--- config.mk ---
export PLATFORM = sky130hd
export DESIGN_NAME = afe_ctrl_sleep_regs
export DESIGN_NICKNAME = d
export VERILOG_FILES = /design/src/rtl/afe_ctrl_pkg.sv /design/src/rtl/afe_ctrl_sleep_regs.sv
export VERILOG_INCLUDE_DIRS = /design/src /design/src/rtl
export SDC_FILE = /design/constraint.sdc
export NUM_CORES = 1
export LEC_CHECK = 0
export ABC_CLOCK_PERIOD_IN_PS = 2600
export BUFFER_PORTS_ARGS = -buffer_cell sky130_fd_sc_hd__buf_2
export CAP_MARGIN = 5
export CORE_UTILIZATION = 42
export DETAILED_ROUTE_END_ITERATION = 8
export PLACE_DENSITY = 0.58
export REMOVE_ABC_BUFFERS = 1
export SLEW_MARGIN = 20
export SYNTH_ARGS = -nofsm -noshare
export SYNTH_HDL_FRONTEND = slang
export SYNTH_SLANG_ARGS = --single-unit
--- constraint.sdc ---
create_clock -name CLK -period 2.6 [get_ports CLK]
set_input_delay 0.39 -clock CLK [delete_from_list [all_inputs] [get_ports CLK]]
set_output_delay 0.39 -clock CLK [all_outputs]
set_load 0.005 [all_outputs]
--- src/rtl/afe_ctrl_regs.svh ---
// Purpose: Offsets, field positions and reset values of the control register group
// Assumes: Byte-wide registers reached over the serial register port
// Notes:   Definitions only
`ifndef AFE_CTRL_REGS_SVH
`define AFE_CTRL_REGS_SVH
`define OFF_ENABLE_TWO      8'h07
`define OFF_CONTROL         8'h08
`define OFF_SLEEP_DUR_HIGH  8'h09
`define OFF_SLEEP_DUR_LOW   8'h0A
`define OFF_PIN_MUX         8'h0B
`define RST_BYTE            8'h00
`define MASK_ENABLE_TWO     8'hCF
`define MASK_CONTROL        8'h3F
`define MASK_PIN_MUX        8'hB7
`define BIT_LED_SOURCE      7
`define BIT_BOOST_CHARGE    6
`define BIT_INT_DIR         3
`define BIT_LED_PIN_GATE    2
`define BIT_HORN_EN         1
`define BIT_SLEEP_START     0
`define BIT_REG_OFF         5
`define BIT_BROWNOUT_OFF    4
`define BIT_REG_ERR_OFF     3
`define BIT_OVERTEMP_EN     2
`define BIT_SOFT_CLEAR      1
`define BIT_BROWNOUT_BOOST  0
`define BIT_MUX_BYPASS      7
`define MUX_SEL_HI          5
`define MUX_SEL_LO          4
`define PIN_SEL_HI          2
`define PIN_SEL_LO          0
`define MS_TIME_NS          1000000
`define CLK_PERIOD_NS       10
`define MS_CYCLES           (`MS_TIME_NS / `CLK_PERIOD_NS)
`define DUR_ZERO            16'h0000
`define DUR_ONE             16'h0001
`endif

--- src/rtl/afe_ctrl_pkg.sv ---
// Purpose: Types for the control register group
// Assumes: Nothing
// Notes:   Field codes of the mux and pin selectors
package afe_ctrl_pkg;
    typedef enum logic [1:0] {
        MUX_OFF,
        MUX_CO_AMP,
        MUX_PHOTO_GAIN,
        MUX_PHOTODIODE
    } mux_choice_type;

    typedef enum logic [2:0] {
        PIN_HIZ,
        PIN_RSVD1,
        PIN_ERR_OUT,
        PIN_RSVD3,
        PIN_OR_LED_A,
        PIN_OR_LED_B,
        PIN_RSVD6,
        PIN_OR_BATTERY
    } pin_mode_type;

    typedef struct packed {
        logic       write_en;
        logic [7:0] addr;
        logic [7:0] wdata;
    } reg_access_type;

    typedef struct packed {
        logic boost_on;
        logic led_block_on;
        logic horn_block_on;
        logic host_regulator_on;
        logic brownout_monitor_on;
        logic fault_enter;
        logic overtemp_error_flag;
        logic mux_buffer_on;
        logic mux_bypass_on;
        logic analog_shutoff;
    } block_ctrl_type;
endpackage

`default_nettype wire

--- src/rtl/afe_ctrl_sleep_regs.sv ---
// Purpose: Control, sleep timer and pin/mux register group of an alarm front end
// Assumes: Serial port already decoded into one-cycle byte accesses; 100 MHz clock
// Notes:   Millisecond tick derived here from the clock
// What this block does
// - Source bit picks LED A or B input
// - Charge bit forces boost until power good
// - After charge, boost follows main enable and brownout assist
// - Direction bit routes interconnect signal either way
// - Gate bit lets LED pin enable block
// - Horn bit lets horn pin enable horn
// - Sleep timer expiry sets done, clears start
// - Writing zero to start ends sleep early
// - Sixteen-bit duration counts whole milliseconds
// - Duration change applies at next sleep start
// - Zero duration disables; later change starts timer
// - Disable bits turn regulator and monitor off
// - Regulator error faults unless disabled
// - Overtemperature faults and flags when enabled
// - Soft clear resets registers except boost charge bit
// - Brownout assist enables boost on brownout
// - Two-bit mux select picks analog source
// - Bypass bit swaps buffer for switch
// - Pin code zero floats, two drives
// - Output code drives high on unmasked error
// - Input codes OR pin into enables
// - Sleep analog shutoff forces mux, horn, battery test and interconnect off
`include "afe_ctrl_regs.svh"
`timescale 1ns/1ps
`default_nettype none

module afe_ctrl_sleep_regs #(
    parameter int MS_CYCLES = `MS_CYCLES
) (
    input  wire logic                        CLK,
    input  wire logic                        RESETN,
    input  wire afe_ctrl_pkg::reg_access_type REG_ACCESS,
    output logic [7:0]                       REG_RDATA,
    input  wire logic                        SLEEP_ANALOG_SHUTOFF,
    input  wire logic                        LED_A_ENABLE_INPUT,
    input  wire logic                        LED_B_ENABLE_INPUT,
    input  wire logic                        LED_ENABLE_PIN,
    input  wire logic                        HORN_ENABLE_PIN,
    input  wire logic                        BOOST_MAIN_ENABLE,
    input  wire logic                        BOOST_POWER_GOOD,
    input  wire logic                        BROWNOUT_INDICATION,
    input  wire logic                        REGULATOR_ERROR,
    input  wire logic                        OVERTEMP_EVENT,
    input  wire logic                        ANY_UNMASKED_ERROR,
    input  wire logic                        BATTERY_LOAD_ENABLE,
    input  wire logic                        INT_UNIT_IN,
    input  wire logic                        INT_MCU_IN,
    output logic                             INT_UNIT_OUT,
    output logic                             INT_UNIT_OE,
    output logic                             INT_MCU_OUT,
    output logic                             INT_MCU_OE,
    input  wire logic                        MPIN_IN,
    output logic                             MPIN_OUT,
    output logic                             MPIN_OE,
    output logic                             LED_A_ON,
    output logic                             LED_B_ON,
    output logic                             BATTERY_TEST_ON,
    output logic [1:0]                       MUX_SELECT,
    output logic                             SLEEP_ACTIVE,
    output logic                             SLEEP_FINISHED_FLAG,
    output logic                             SOFT_CLEAR_PULSE,
    output afe_ctrl_pkg::block_ctrl_type      BLOCK_CTRL
);
    import afe_ctrl_pkg::*;

    // ------------------------------------------------------------
    // Register state
    // ------------------------------------------------------------
    logic [7:0]  enable_two_reg,  enable_two_next;
    logic [7:0]  control_reg,     control_next;
    logic [7:0]  dur_high_reg,    dur_high_next;
    logic [7:0]  dur_low_reg,     dur_low_next;
    logic [7:0]  pin_mux_reg,     pin_mux_next;
    logic [15:0] remain_reg,      remain_next;
    logic [31:0] tick_cnt_reg,    tick_cnt_next;
    logic        running_reg,     running_next;
    logic        done_reg,        done_next;
    logic        charging_reg,    charging_next;
    logic        otemp_flag_reg,  otemp_flag_next;

    logic        wr_en;
    logic        ms_tick;
    logic        soft_clear;
    logic        start_written;
    logic        dur_written;
    logic [15:0] dur_value;
    logic [7:0]  dur_high_in;
    logic [7:0]  dur_low_in;
    logic        sleep_start;

    assign wr_en         = REG_ACCESS.write_en;
    assign soft_clear    = wr_en && REG_ACCESS.addr == `OFF_CONTROL
                           && REG_ACCESS.wdata[`BIT_SOFT_CLEAR];
    assign start_written = wr_en && REG_ACCESS.addr == `OFF_ENABLE_TWO
                           && REG_ACCESS.wdata[`BIT_SLEEP_START];
    assign dur_written   = wr_en && (REG_ACCESS.addr == `OFF_SLEEP_DUR_HIGH
                           || REG_ACCESS.addr == `OFF_SLEEP_DUR_LOW);
    assign dur_value     = {dur_high_in, dur_low_in};
    assign sleep_start   = enable_two_reg[`BIT_SLEEP_START];

    // ------------------------------------------------------------
    // Duration as it stands after this cycle's write
    // ------------------------------------------------------------
    always_comb begin
        dur_high_in = dur_high_reg;
        dur_low_in  = dur_low_reg;
        if (wr_en && REG_ACCESS.addr == `OFF_SLEEP_DUR_HIGH) begin
            dur_high_in = REG_ACCESS.wdata;
        end
        if (wr_en && REG_ACCESS.addr == `OFF_SLEEP_DUR_LOW) begin
            dur_low_in = REG_ACCESS.wdata;
        end
    end

    // ------------------------------------------------------------
    // Register writes, soft clear and sleep timer
    // ------------------------------------------------------------
    always_comb begin
        enable_two_next = enable_two_reg;
        control_next    = control_reg;
        dur_high_next   = dur_high_reg;
        dur_low_next    = dur_low_reg;
        pin_mux_next    = pin_mux_reg;
        remain_next     = remain_reg;
        running_next    = running_reg;
        done_next       = done_reg;
        tick_cnt_next   = tick_cnt_reg;
        ms_tick         = 1'b0;
        if (running_reg) begin
            if (tick_cnt_reg >= 32'(MS_CYCLES - 1)) begin
                tick_cnt_next = '0;
                ms_tick       = 1'b1;
            end else begin
                tick_cnt_next = tick_cnt_reg + 32'd1;
            end
        end else begin
            tick_cnt_next = '0;
        end
        if (soft_clear) begin
            // Boost charge survives the clear
            enable_two_next = enable_two_reg & (8'h01 << `BIT_BOOST_CHARGE);
            control_next    = `RST_BYTE;
            dur_high_next   = `RST_BYTE;
            dur_low_next    = `RST_BYTE;
            pin_mux_next    = `RST_BYTE;
            running_next    = 1'b0;
            done_next       = 1'b0;
        end else if (wr_en) begin
            unique case (REG_ACCESS.addr)
                `OFF_ENABLE_TWO:     enable_two_next = REG_ACCESS.wdata & `MASK_ENABLE_TWO;
                `OFF_CONTROL:        control_next    = REG_ACCESS.wdata & `MASK_CONTROL & ~(8'h01 << `BIT_SOFT_CLEAR);
                `OFF_SLEEP_DUR_HIGH: dur_high_next   = REG_ACCESS.wdata;
                `OFF_SLEEP_DUR_LOW:  dur_low_next    = REG_ACCESS.wdata;
                `OFF_PIN_MUX:        pin_mux_next    = REG_ACCESS.wdata & `MASK_PIN_MUX;
                default: ;
            endcase
            if (start_written && !sleep_start && dur_value != `DUR_ZERO) begin
                running_next  = 1'b1;
                remain_next   = dur_value;
                tick_cnt_next = '0;
            end
            if (start_written) begin
                done_next = 1'b0;
            end
            if (sleep_start && !running_reg && dur_written && dur_value != `DUR_ZERO) begin
                running_next = 1'b1;
                remain_next  = dur_value;
            end
            if (wr_en && REG_ACCESS.addr == `OFF_ENABLE_TWO && !REG_ACCESS.wdata[`BIT_SLEEP_START]) begin
                running_next = 1'b0;
            end
        end
        if (running_reg && ms_tick && running_next && !start_written) begin
            // Counts from a latched copy, so duration edits wait for the next start
            if (remain_reg == `DUR_ONE) begin
                running_next = 1'b0;
                done_next    = 1'b1;
                enable_two_next[`BIT_SLEEP_START] = 1'b0;
            end else begin
                remain_next = remain_reg - 16'd1;
            end
        end
    end

    always_ff @(posedge CLK or negedge RESETN) begin
        if (!RESETN) begin
            enable_two_reg <= `RST_BYTE;
            control_reg    <= `RST_BYTE;
            dur_high_reg   <= `RST_BYTE;
            dur_low_reg    <= `RST_BYTE;
            pin_mux_reg    <= `RST_BYTE;
            remain_reg     <= `DUR_ZERO;
            tick_cnt_reg   <= '0;
            running_reg    <= 1'b0;
            done_reg       <= 1'b0;
        end else begin
            enable_two_reg <= enable_two_next;
            control_reg    <= control_next;
            dur_high_reg   <= dur_high_next;
            dur_low_reg    <= dur_low_next;
            pin_mux_reg    <= pin_mux_next;
            remain_reg     <= remain_next;
            tick_cnt_reg   <= tick_cnt_next;
            running_reg    <= running_next;
            done_reg       <= done_next;
        end
    end

    // ------------------------------------------------------------
    // Boost charge phase and overtemperature flag
    // ------------------------------------------------------------
    always_comb begin
        charging_next   = enable_two_reg[`BIT_BOOST_CHARGE] && !BOOST_POWER_GOOD;
        otemp_flag_next = otemp_flag_reg
                          || (control_reg[`BIT_OVERTEMP_EN] && OVERTEMP_EVENT);
        if (soft_clear && !(control_reg[`BIT_OVERTEMP_EN] && OVERTEMP_EVENT)) begin
            otemp_flag_next = 1'b0;
        end
    end

    always_ff @(posedge CLK or negedge RESETN) begin
        if (!RESETN) begin
            charging_reg   <= 1'b0;
            otemp_flag_reg <= 1'b0;
        end else begin
            charging_reg   <= charging_next;
            otemp_flag_reg <= otemp_flag_next;
        end
    end

    // ------------------------------------------------------------
    // Read back and block outputs
    // ------------------------------------------------------------
    logic          analog_off;
    logic          led_sel_in;
    logic          pin_level;
    pin_mode_type  pin_mode;

    assign analog_off = SLEEP_ANALOG_SHUTOFF && sleep_start;
    assign pin_mode   = pin_mode_type'(pin_mux_reg[`PIN_SEL_HI:`PIN_SEL_LO]);
    assign pin_level  = MPIN_IN;
    assign led_sel_in = enable_two_reg[`BIT_LED_SOURCE] ? LED_B_ENABLE_INPUT : LED_A_ENABLE_INPUT;

    always_comb begin
        unique case (REG_ACCESS.addr)
            `OFF_ENABLE_TWO:     REG_RDATA = enable_two_reg;
            `OFF_CONTROL:        REG_RDATA = control_reg;
            `OFF_SLEEP_DUR_HIGH: REG_RDATA = dur_high_reg;
            `OFF_SLEEP_DUR_LOW:  REG_RDATA = dur_low_reg;
            `OFF_PIN_MUX:        REG_RDATA = pin_mux_reg;
            default:             REG_RDATA = `RST_BYTE;
        endcase
    end

    always_comb begin
        MUX_SELECT = analog_off ? MUX_OFF : pin_mux_reg[`MUX_SEL_HI:`MUX_SEL_LO];
        BLOCK_CTRL.boost_on = BOOST_MAIN_ENABLE || charging_reg
            || (control_reg[`BIT_BROWNOUT_BOOST] && BROWNOUT_INDICATION);
        BLOCK_CTRL.led_block_on = enable_two_reg[`BIT_LED_PIN_GATE] && LED_ENABLE_PIN && led_sel_in;
        BLOCK_CTRL.horn_block_on = enable_two_reg[`BIT_HORN_EN] && HORN_ENABLE_PIN && !analog_off;
        BLOCK_CTRL.host_regulator_on = !control_reg[`BIT_REG_OFF];
        BLOCK_CTRL.brownout_monitor_on = !control_reg[`BIT_BROWNOUT_OFF];
        BLOCK_CTRL.fault_enter = (REGULATOR_ERROR && !control_reg[`BIT_REG_ERR_OFF])
            || (OVERTEMP_EVENT && control_reg[`BIT_OVERTEMP_EN]);
        BLOCK_CTRL.overtemp_error_flag = otemp_flag_reg;
        BLOCK_CTRL.mux_bypass_on = pin_mux_reg[`BIT_MUX_BYPASS];
        BLOCK_CTRL.mux_buffer_on = !pin_mux_reg[`BIT_MUX_BYPASS] && MUX_SELECT != MUX_OFF;
        BLOCK_CTRL.analog_shutoff = analog_off;
    end

    // ------------------------------------------------------------
    // Interconnect and multi-purpose pin
    // ------------------------------------------------------------
    always_comb begin
        // Interconnect forced off in analog shutoff
        INT_UNIT_OUT = INT_MCU_IN;
        INT_MCU_OUT  = INT_UNIT_IN;
        INT_UNIT_OE  = !analog_off && enable_two_reg[`BIT_INT_DIR];
        INT_MCU_OE   = !analog_off && !enable_two_reg[`BIT_INT_DIR];
        MPIN_OUT = ANY_UNMASKED_ERROR;
        MPIN_OE  = pin_mode == PIN_ERR_OUT;
        LED_A_ON = LED_A_ENABLE_INPUT || (pin_mode == PIN_OR_LED_A && pin_level);
        LED_B_ON = LED_B_ENABLE_INPUT || (pin_mode == PIN_OR_LED_B && pin_level);
        BATTERY_TEST_ON = !analog_off
            && (BATTERY_LOAD_ENABLE || (pin_mode == PIN_OR_BATTERY && pin_level));
    end

    // ------------------------------------------------------------
    // Sleep and soft clear status
    // ------------------------------------------------------------
    always_comb begin
        SLEEP_ACTIVE = running_reg;
        SLEEP_FINISHED_FLAG = done_reg;
        SOFT_CLEAR_PULSE = soft_clear;
    end
endmodule // afe_ctrl_sleep_regs

`default_nettype wire

==> run_results.csv, run 1 <==
group,metric,value,unit
timing,period_share,0.9366,
grt,grt_max_degree,56,
worst_setup_path,end_kind,"flop",
hold_path,whs_path_depth,2,
worst_setup_path,path_class,"reg -> reg",
worst_setup_path,cp.required,2.83,ns
power,power,2.717,mW
clock_network,clk_path_buf_depth,2,
placement,io_buffers,59,
timing,fin_hold_ws,0.1617,ns
finish,n_antenna_cell,0,
finish,largest_register_ffs,32,
finish,ff_latch_area,2127,um2
detailed_routing,via_per_inst,5.409,
worst_setup_path,reg2reg_slack,0.16,ns
clock_network,cts_htree_levels,3,
clock_network,cts_tree,"built",
floorplan,rows,37,
timing,slew_violations,0,
timing,skew,0.01496,ns
synth,synth_cell_type_count,56,
placement,dpl.cell_count,650,
worst_setup_path,reg2reg_depth,5,
detailed_routing,first_pass_iters,4,
detailed_routing,vias,3608,
synth,ys_seq_area_frac,0.4750,
detailed_routing,wl_met3,650,um
power,switchingPower,0.8125,mW
detailed_routing,wl_per_cell,16.71,um
synth,syn-cell-area,4478,um2
detailed_routing,highest_layer,"met4",
floorplan,die_x,105.3,um
synth,avgSynthCellArea,9.929,um2
power,power.clock.fraction,0.343,
finish,mostFrequentLayoutCells,"85 x dfrtp_1, 62 x nor2_1, 58 x buf_2",
floorplan,ios,66,
worst_setup_path,path_cells,"or4_1 > a311oi_2 > or4b_1 > nor2b_4 > a211oi_2",
placement,dpl_cell_area,4990,um2
worst_setup_path,critPathMaxFanout,11,
worst_setup_path,critical-path-slowest-cell,"or4_1",
placement,place_hpwl,8.085,mm
placement,place_congestion,0.8964,
finish,final_nets,563,
synth,synth-main-ff-cell,"dfrtp_1",
timing,hold_violations,0,
finish,drive_above_1_share,0.2392,
finish,mostFrequentLayoutCell,"dfrtp_1",
finish,final_cell_count_no_fill,667,
worst_setup_path,cpPeakStageDelay,0.54,ns
power,internal-power,1.905,mW
hold_path,hold_end,"charging_reg",
worst_setup_path,timing.rr.start,"tick_cnt_reg[14]",
synth,synth-seq-cells,85,
clock_network,root_buffer,"clkbuf_8",
finish,multi_input_area,2163,um2
grt,grt-ovfl-total,0,
grt,first_global_vias,3488,
worst_setup_path,reg2reg_to,"remain_reg[15]",
worst_setup_path,cp.arrival,2.67,ns
detailed_routing,wl_met1,5.434,mm
clock_network,path_clk_slew,0.11,ns
finish,post-route-util,0.5036,
outcome,outcome,"completed",
detailed_routing,postRouteAntennaNets,0,
hold_path,min-delay-start,"BOOST_POWER_GOOD",
floorplan,core,10320,um2
clock_network,clkLatencyLatePin,0.37,ns
floorplan,start_util,0.4338,
synth,syn_inst,451,
power,pwr-share-seq,0.535,
power,powerDensity,522.7,nW/um2
detailed_routing,wl_met2,4.892,mm
hold_path,holdCritPathClass,"in -> reg",
timing,fin_crit,2.435,ns
synth,synth_edf_count,0,
synth,yosysWarningCount,0,
timing,setup_viol,0,
timing,worst_slew_pin_slew,0.6268,ns
finish,postLayoutCellArea,5199,um2
grt,grt_antenna_before_repair,0,
detailed_routing,drt_iter0_drc,215,
detailed_routing,drc,0,
clock_network,numClockSinks,85,
finish,nFillCells,956,
grt,track_usage,0.2134,
power,p_sw_frac,0.2990,
worst_setup_path,start_kind,"flop",
clock_network,numCtsBuffers,9,
finish,area_growth,16.09,%
power,p_leak,2.339,nW
grt,grt_pass1_wl,18.29,mm
timing,max_freq,410.7,MHz
clock_network,post-cts-setup-buffers,0,
power,ir_drop,235.6,uV
timing,relSlewSlack,0.5806,
synth,async_reset_ff_frac,1.000,
power,combPwrFrac,0.122,
flow_run,cap_violations,0,
floorplan,dieHeight,105.3,um
floorplan,die_area,11080,um2
detailed_routing,wl,11.14,mm
-- metrics by stage --
step	worst slack, ns	TNS [ns]
finish	0.1650	0
detailed placement	0.1417	0
global route	-0.05520	-0.08411
CTS	0.1638	0
floorplan	-0.1217	-1.440
global placement	0.1950	0
-- how the worst max path moves through the flow --
stage                                 from        endpoint  depth (start not counted)
after floorplan             REG_ACCESS[13]  remain_reg[11]                          6
after global placement      REG_ACCESS[13]   remain_reg[4]                          8
after detailed placement    REG_ACCESS[13]  remain_reg[15]                          8
after CTS                 tick_cnt_reg[14]  remain_reg[15]                          5
after global routing         remain_reg[1]  remain_reg[10]                         10
final                     tick_cnt_reg[14]  remain_reg[15]                          5
-- worst max-delay path, delay by kind of cell, from the launching register on --
family	cells	cell delay, ns
AND/OR/NAND/NOR	3	1.20
AO/OA/AOI/OAI	2	0.66
flip-flops	1	0.43
-- Yosys cell counts, types with 4 or more instances --
cell type,instances,area (um2)
clkbuf_1,8,30.03
nor2_1,62,232.7
or2_2,8,50.05
xnor2_1,5,43.79
and2_1,7,43.79
inv_1,25,93.84
nor2b_1,5,31.28
nor4_1,13,81.33
nand3b_1,8,60.06
mux2i_1,25,250.2
mux4_2,4,90.09
a21oi_1,20,100.1
nand3_1,14,70.07
nand2_1,30,112.6
o21ai_0,13,65.06
buf_4,8,60.06
dfrtp_1,85,2127
a221oi_2,8,120.1
a211oi_1,4,30.03
xor2_1,10,87.58
nand4_1,6,37.54
and3_1,6,37.54
nor3_1,14,70.07
buf_2,8,40.04
a32o_1,4,40.04
-- routing by layer --
| layer | track usage | up-vias |
|---|---|---|
| met5 | 0 | - |
| met4 | 0.06439 | 0 |
| met3 | 0.04515 | 12 |
| met2 | 0.3144 | 111 |
| met1 | 0.3145 | 1753 |
| li1 | - | 1732 |
-- power groups by stage --
stage | Sequential [mW] | Combinational [mW] | Clock (mW)
finish | 1.45 | 0.332 | 0.932
CTS | 1.45 | 0.332 | 0.951
floorplan | 1.46 | 0.175 | 0
global placement | 1.48 | 0.321 | 0
detailed placement | 1.48 | 0.331 | 0
global route | 1.46 | 0.380 | 1.01
-- logic make-up (layout without fill, tap and decap cells) --
logic type                 count (synthesis)  in the layout  synth area share
adders and majority gates                  3              3          0.008383
DFF                                       85             85            0.4750
and+or+nand+nor                          192            192            0.2219
buffers and inverters                     53            119           0.05504
muxes                                     32             32           0.08354
AOI/OAI and AO/OA                         70             70            0.1260
other                                      1             15         0.0008374
xor gates and xnor gates                  15             15           0.02934
-- what timing repair did --
item,CTS,global route
gates resized for setup,0,1
endpoints found under the setup margin,0,3
hold buffers,1,0
endpoints found under the hold margin,30,0
-- final cells by class --
class / instances / area share
repair buffers: 77 / 0.08616
clock inverters: 7 / 0.01324
inverters: 26 / 0.01877
multi-input cells: 327 / 0.4161
well taps: 136 / 0.03273
clock buffers: 9 / 0.02383
flip-flops and latches: 85 / 0.4091
No activity file was read; power rests on OpenSTA's default activity.
==> run 2, diff against run 1 <==
--- a/config.mk
+++ b/config.mk
@@ -11,7 +11,7 @@
 export CAP_MARGIN = 5
 export CORE_UTILIZATION = 42
 export DETAILED_ROUTE_END_ITERATION = 8
-export PLACE_DENSITY = 0.58
+export PLACE_DENSITY = 0.74
 export REMOVE_ABC_BUFFERS = 1
 export SLEW_MARGIN = 20
 export SYNTH_ARGS = -nofsm -noshare
==> run_results.csv, run 2 (same netlist as run 1, synthesis figures left out) <==
group,metric,value,unit
outcome,outcome,"completed",
finish,mostFrequentLayoutCells,"85 x dfrtp_1, 62 x nor2_1, 58 x buf_2",
worst_setup_path,end_kind,"flop",
timing,setup_ws,0.1453,ns
grt,grt_pass1_wl,18.12,mm
clock_network,numCtsBuffers,9,
hold_path,holdCritPathClass,"in -> async",
placement,place_congestion,0.9087,
worst_setup_path,cp.arrival,2.73,ns
worst_setup_path,timing.rr.start,"remain_reg[1]",
timing,hold_violations,0,
grt,first_global_vias,3587,
grt,grt-ovfl-total,0,
floorplan,die_area,11080,um2
clock_network,clkLatencyLatePin,0.37,ns
power,ir_drop,274.7,uV
finish,largest_register_ffs,32,
floorplan,start_util,0.4338,
worst_setup_path,critPathMaxFanout,6,
clock_network,numClockSinks,85,
finish,area_growth,15.70,%
worst_setup_path,reg2reg_to,"remain_reg[10]",
grt,track_usage,0.2114,
worst_setup_path,reg2reg_slack,0.15,ns
floorplan,die_x,105.3,um
flow_run,cap_violations,0,
detailed_routing,drc,0,
placement,io_buffers,59,
placement,pre_cts_ws,0.08961,ns
placement,place_hpwl,7.831,mm
timing,slew_violations,0,
detailed_routing,vias,3620,
timing,max_freq,407.4,MHz
finish,drive_above_1_share,0.2367,
timing,worst_slew_pin_slew,0.6714,ns
detailed_routing,via_per_inst,5.452,
finish,mostFrequentLayoutCell,"dfrtp_1",
clock_network,root_buffer,"clkbuf_8",
timing,setup_tns,0,ns
finish,final_nets,561,
floorplan,core,10320,um2
clock_network,clk_path_buf_depth,2,
worst_setup_path,cp.required,2.87,ns
floorplan,rows,37,
timing,fin_hold_ws,0.04818,ns
floorplan,ios,66,
power,p_leak,2.335,nW
timing,rsz0062_at_grt,"false",
worst_setup_path,path_class,"reg -> reg",
timing,relSlewSlack,0.5524,
detailed_routing,postRouteAntennaNets,0,
grt,grt_antenna_before_repair,0,
worst_setup_path,reg2reg_depth,10,
worst_setup_path,start_kind,"flop",
grt,grt_max_degree,51,
clock_network,cts_htree_levels,3,
power,power,2.727,mW
timing,skew,0.01202,ns
timing,period_share,0.9441,
finish,n_antenna_cell,0,
detailed_routing,drt_iter0_drc,300,
timing,setup_viol,0,
timing,fin_crit,2.455,ns
detailed_routing,wl,10.89,mm
detailed_routing,first_pass_iters,5,
clock_network,cts_tree,"built",
power,powerDensity,526.4,nW/um2
clock_network,path_clk_slew,0.09,ns
detailed_routing,wl_per_cell,16.40,um
floorplan,dieHeight,105.3,um
## run 2: changes by cell type in the layout (fill, tap and decap cells not counted)
cell	change
inv_8	-1
or4b_4	+1
buf_4	-1
nor4_1	+1
clkinv_8	-1
nor4_2	-1
or4b_1	-1
bufinv_16	+1
dlygate4sd3_1	-1
## run 2: report_power, final
| part | leakage, nW | internal, mW | total (mW) | switching (mW) |
|---|---|---|---|---|
| logic | 1.19 | 0.142 | 0.326 | 0.184 |
| clock network | 0.0923 | 0.447 | 0.949 | 0.503 |
| registers | 1.05 | 1.39 | 1.45 | 0.0621 |
## run 2: through the flow
step | util | area, um2 | instances
detailed placement | 0.4826 | 4982 | 649
floorplan | - | 4382 | 438
CTS | 0.5015 | 5177 | 664
finish | 0.5019 | 5181 | 664
global route | 0.5019 | 5181 | 664
global placement | 0.4826 | 4982 | 649
## run 2: worst max-delay path: stages, from the launching register on
cell,delay [ns]
dfrtp_1,0.43
inv_1,0.10
ha_1,0.19
or3b_2,0.51
nor4_1,0.20
buf_4,0.17
nand4_1,0.11
nor4_2,0.22
buf_4,0.20
nor3_1,0.05
a211oi_1,0.19
## run 2: how the worst max path moves through the flow
stage / startpoint / end / cells after the start
floorplan: REG_ACCESS[13] / remain_reg[11] / 6
global placement: REG_ACCESS[13] / remain_reg[4] / 8
detailed placement: REG_ACCESS[13] / remain_reg[5] / 8
CTS: tick_cnt_reg[0] / remain_reg[15] / 8
global route: remain_reg[1] / remain_reg[12] / 10
finish: remain_reg[1] / remain_reg[10] / 10
## run 2: what timing repair did
item,in CTS,in global routing
gates resized for setup,0,1
hold endpoints to repair,0,0
hold buffers,0,0
setup buffers,0,0
setup endpoints to repair,0,1
## run 2: area by class of cell
| class | instances | area, um2 |
|---|---|---|
| clock buffers | 9 | 123.9 |
| clock inverters | 6 | 71.32 |
| fillers | 943 | 5142 |
| inverters | 26 | 97.59 |
| multi-input cells | 327 | 2161 |
| flip-flops and latches | 85 | 2127 |
| well taps | 136 | 170.2 |
| repair buffers | 75 | 430.4 |
## run 2: routing by layer
layer,vias to the layer above,share of wire,GRT usage
met4,0,0.029,0.09859
met1,1757,0.45,0.2818
met2,116,0.47,0.3261
li1,1719,-,-
met5,-,0,0
met3,28,0.059,0.04886
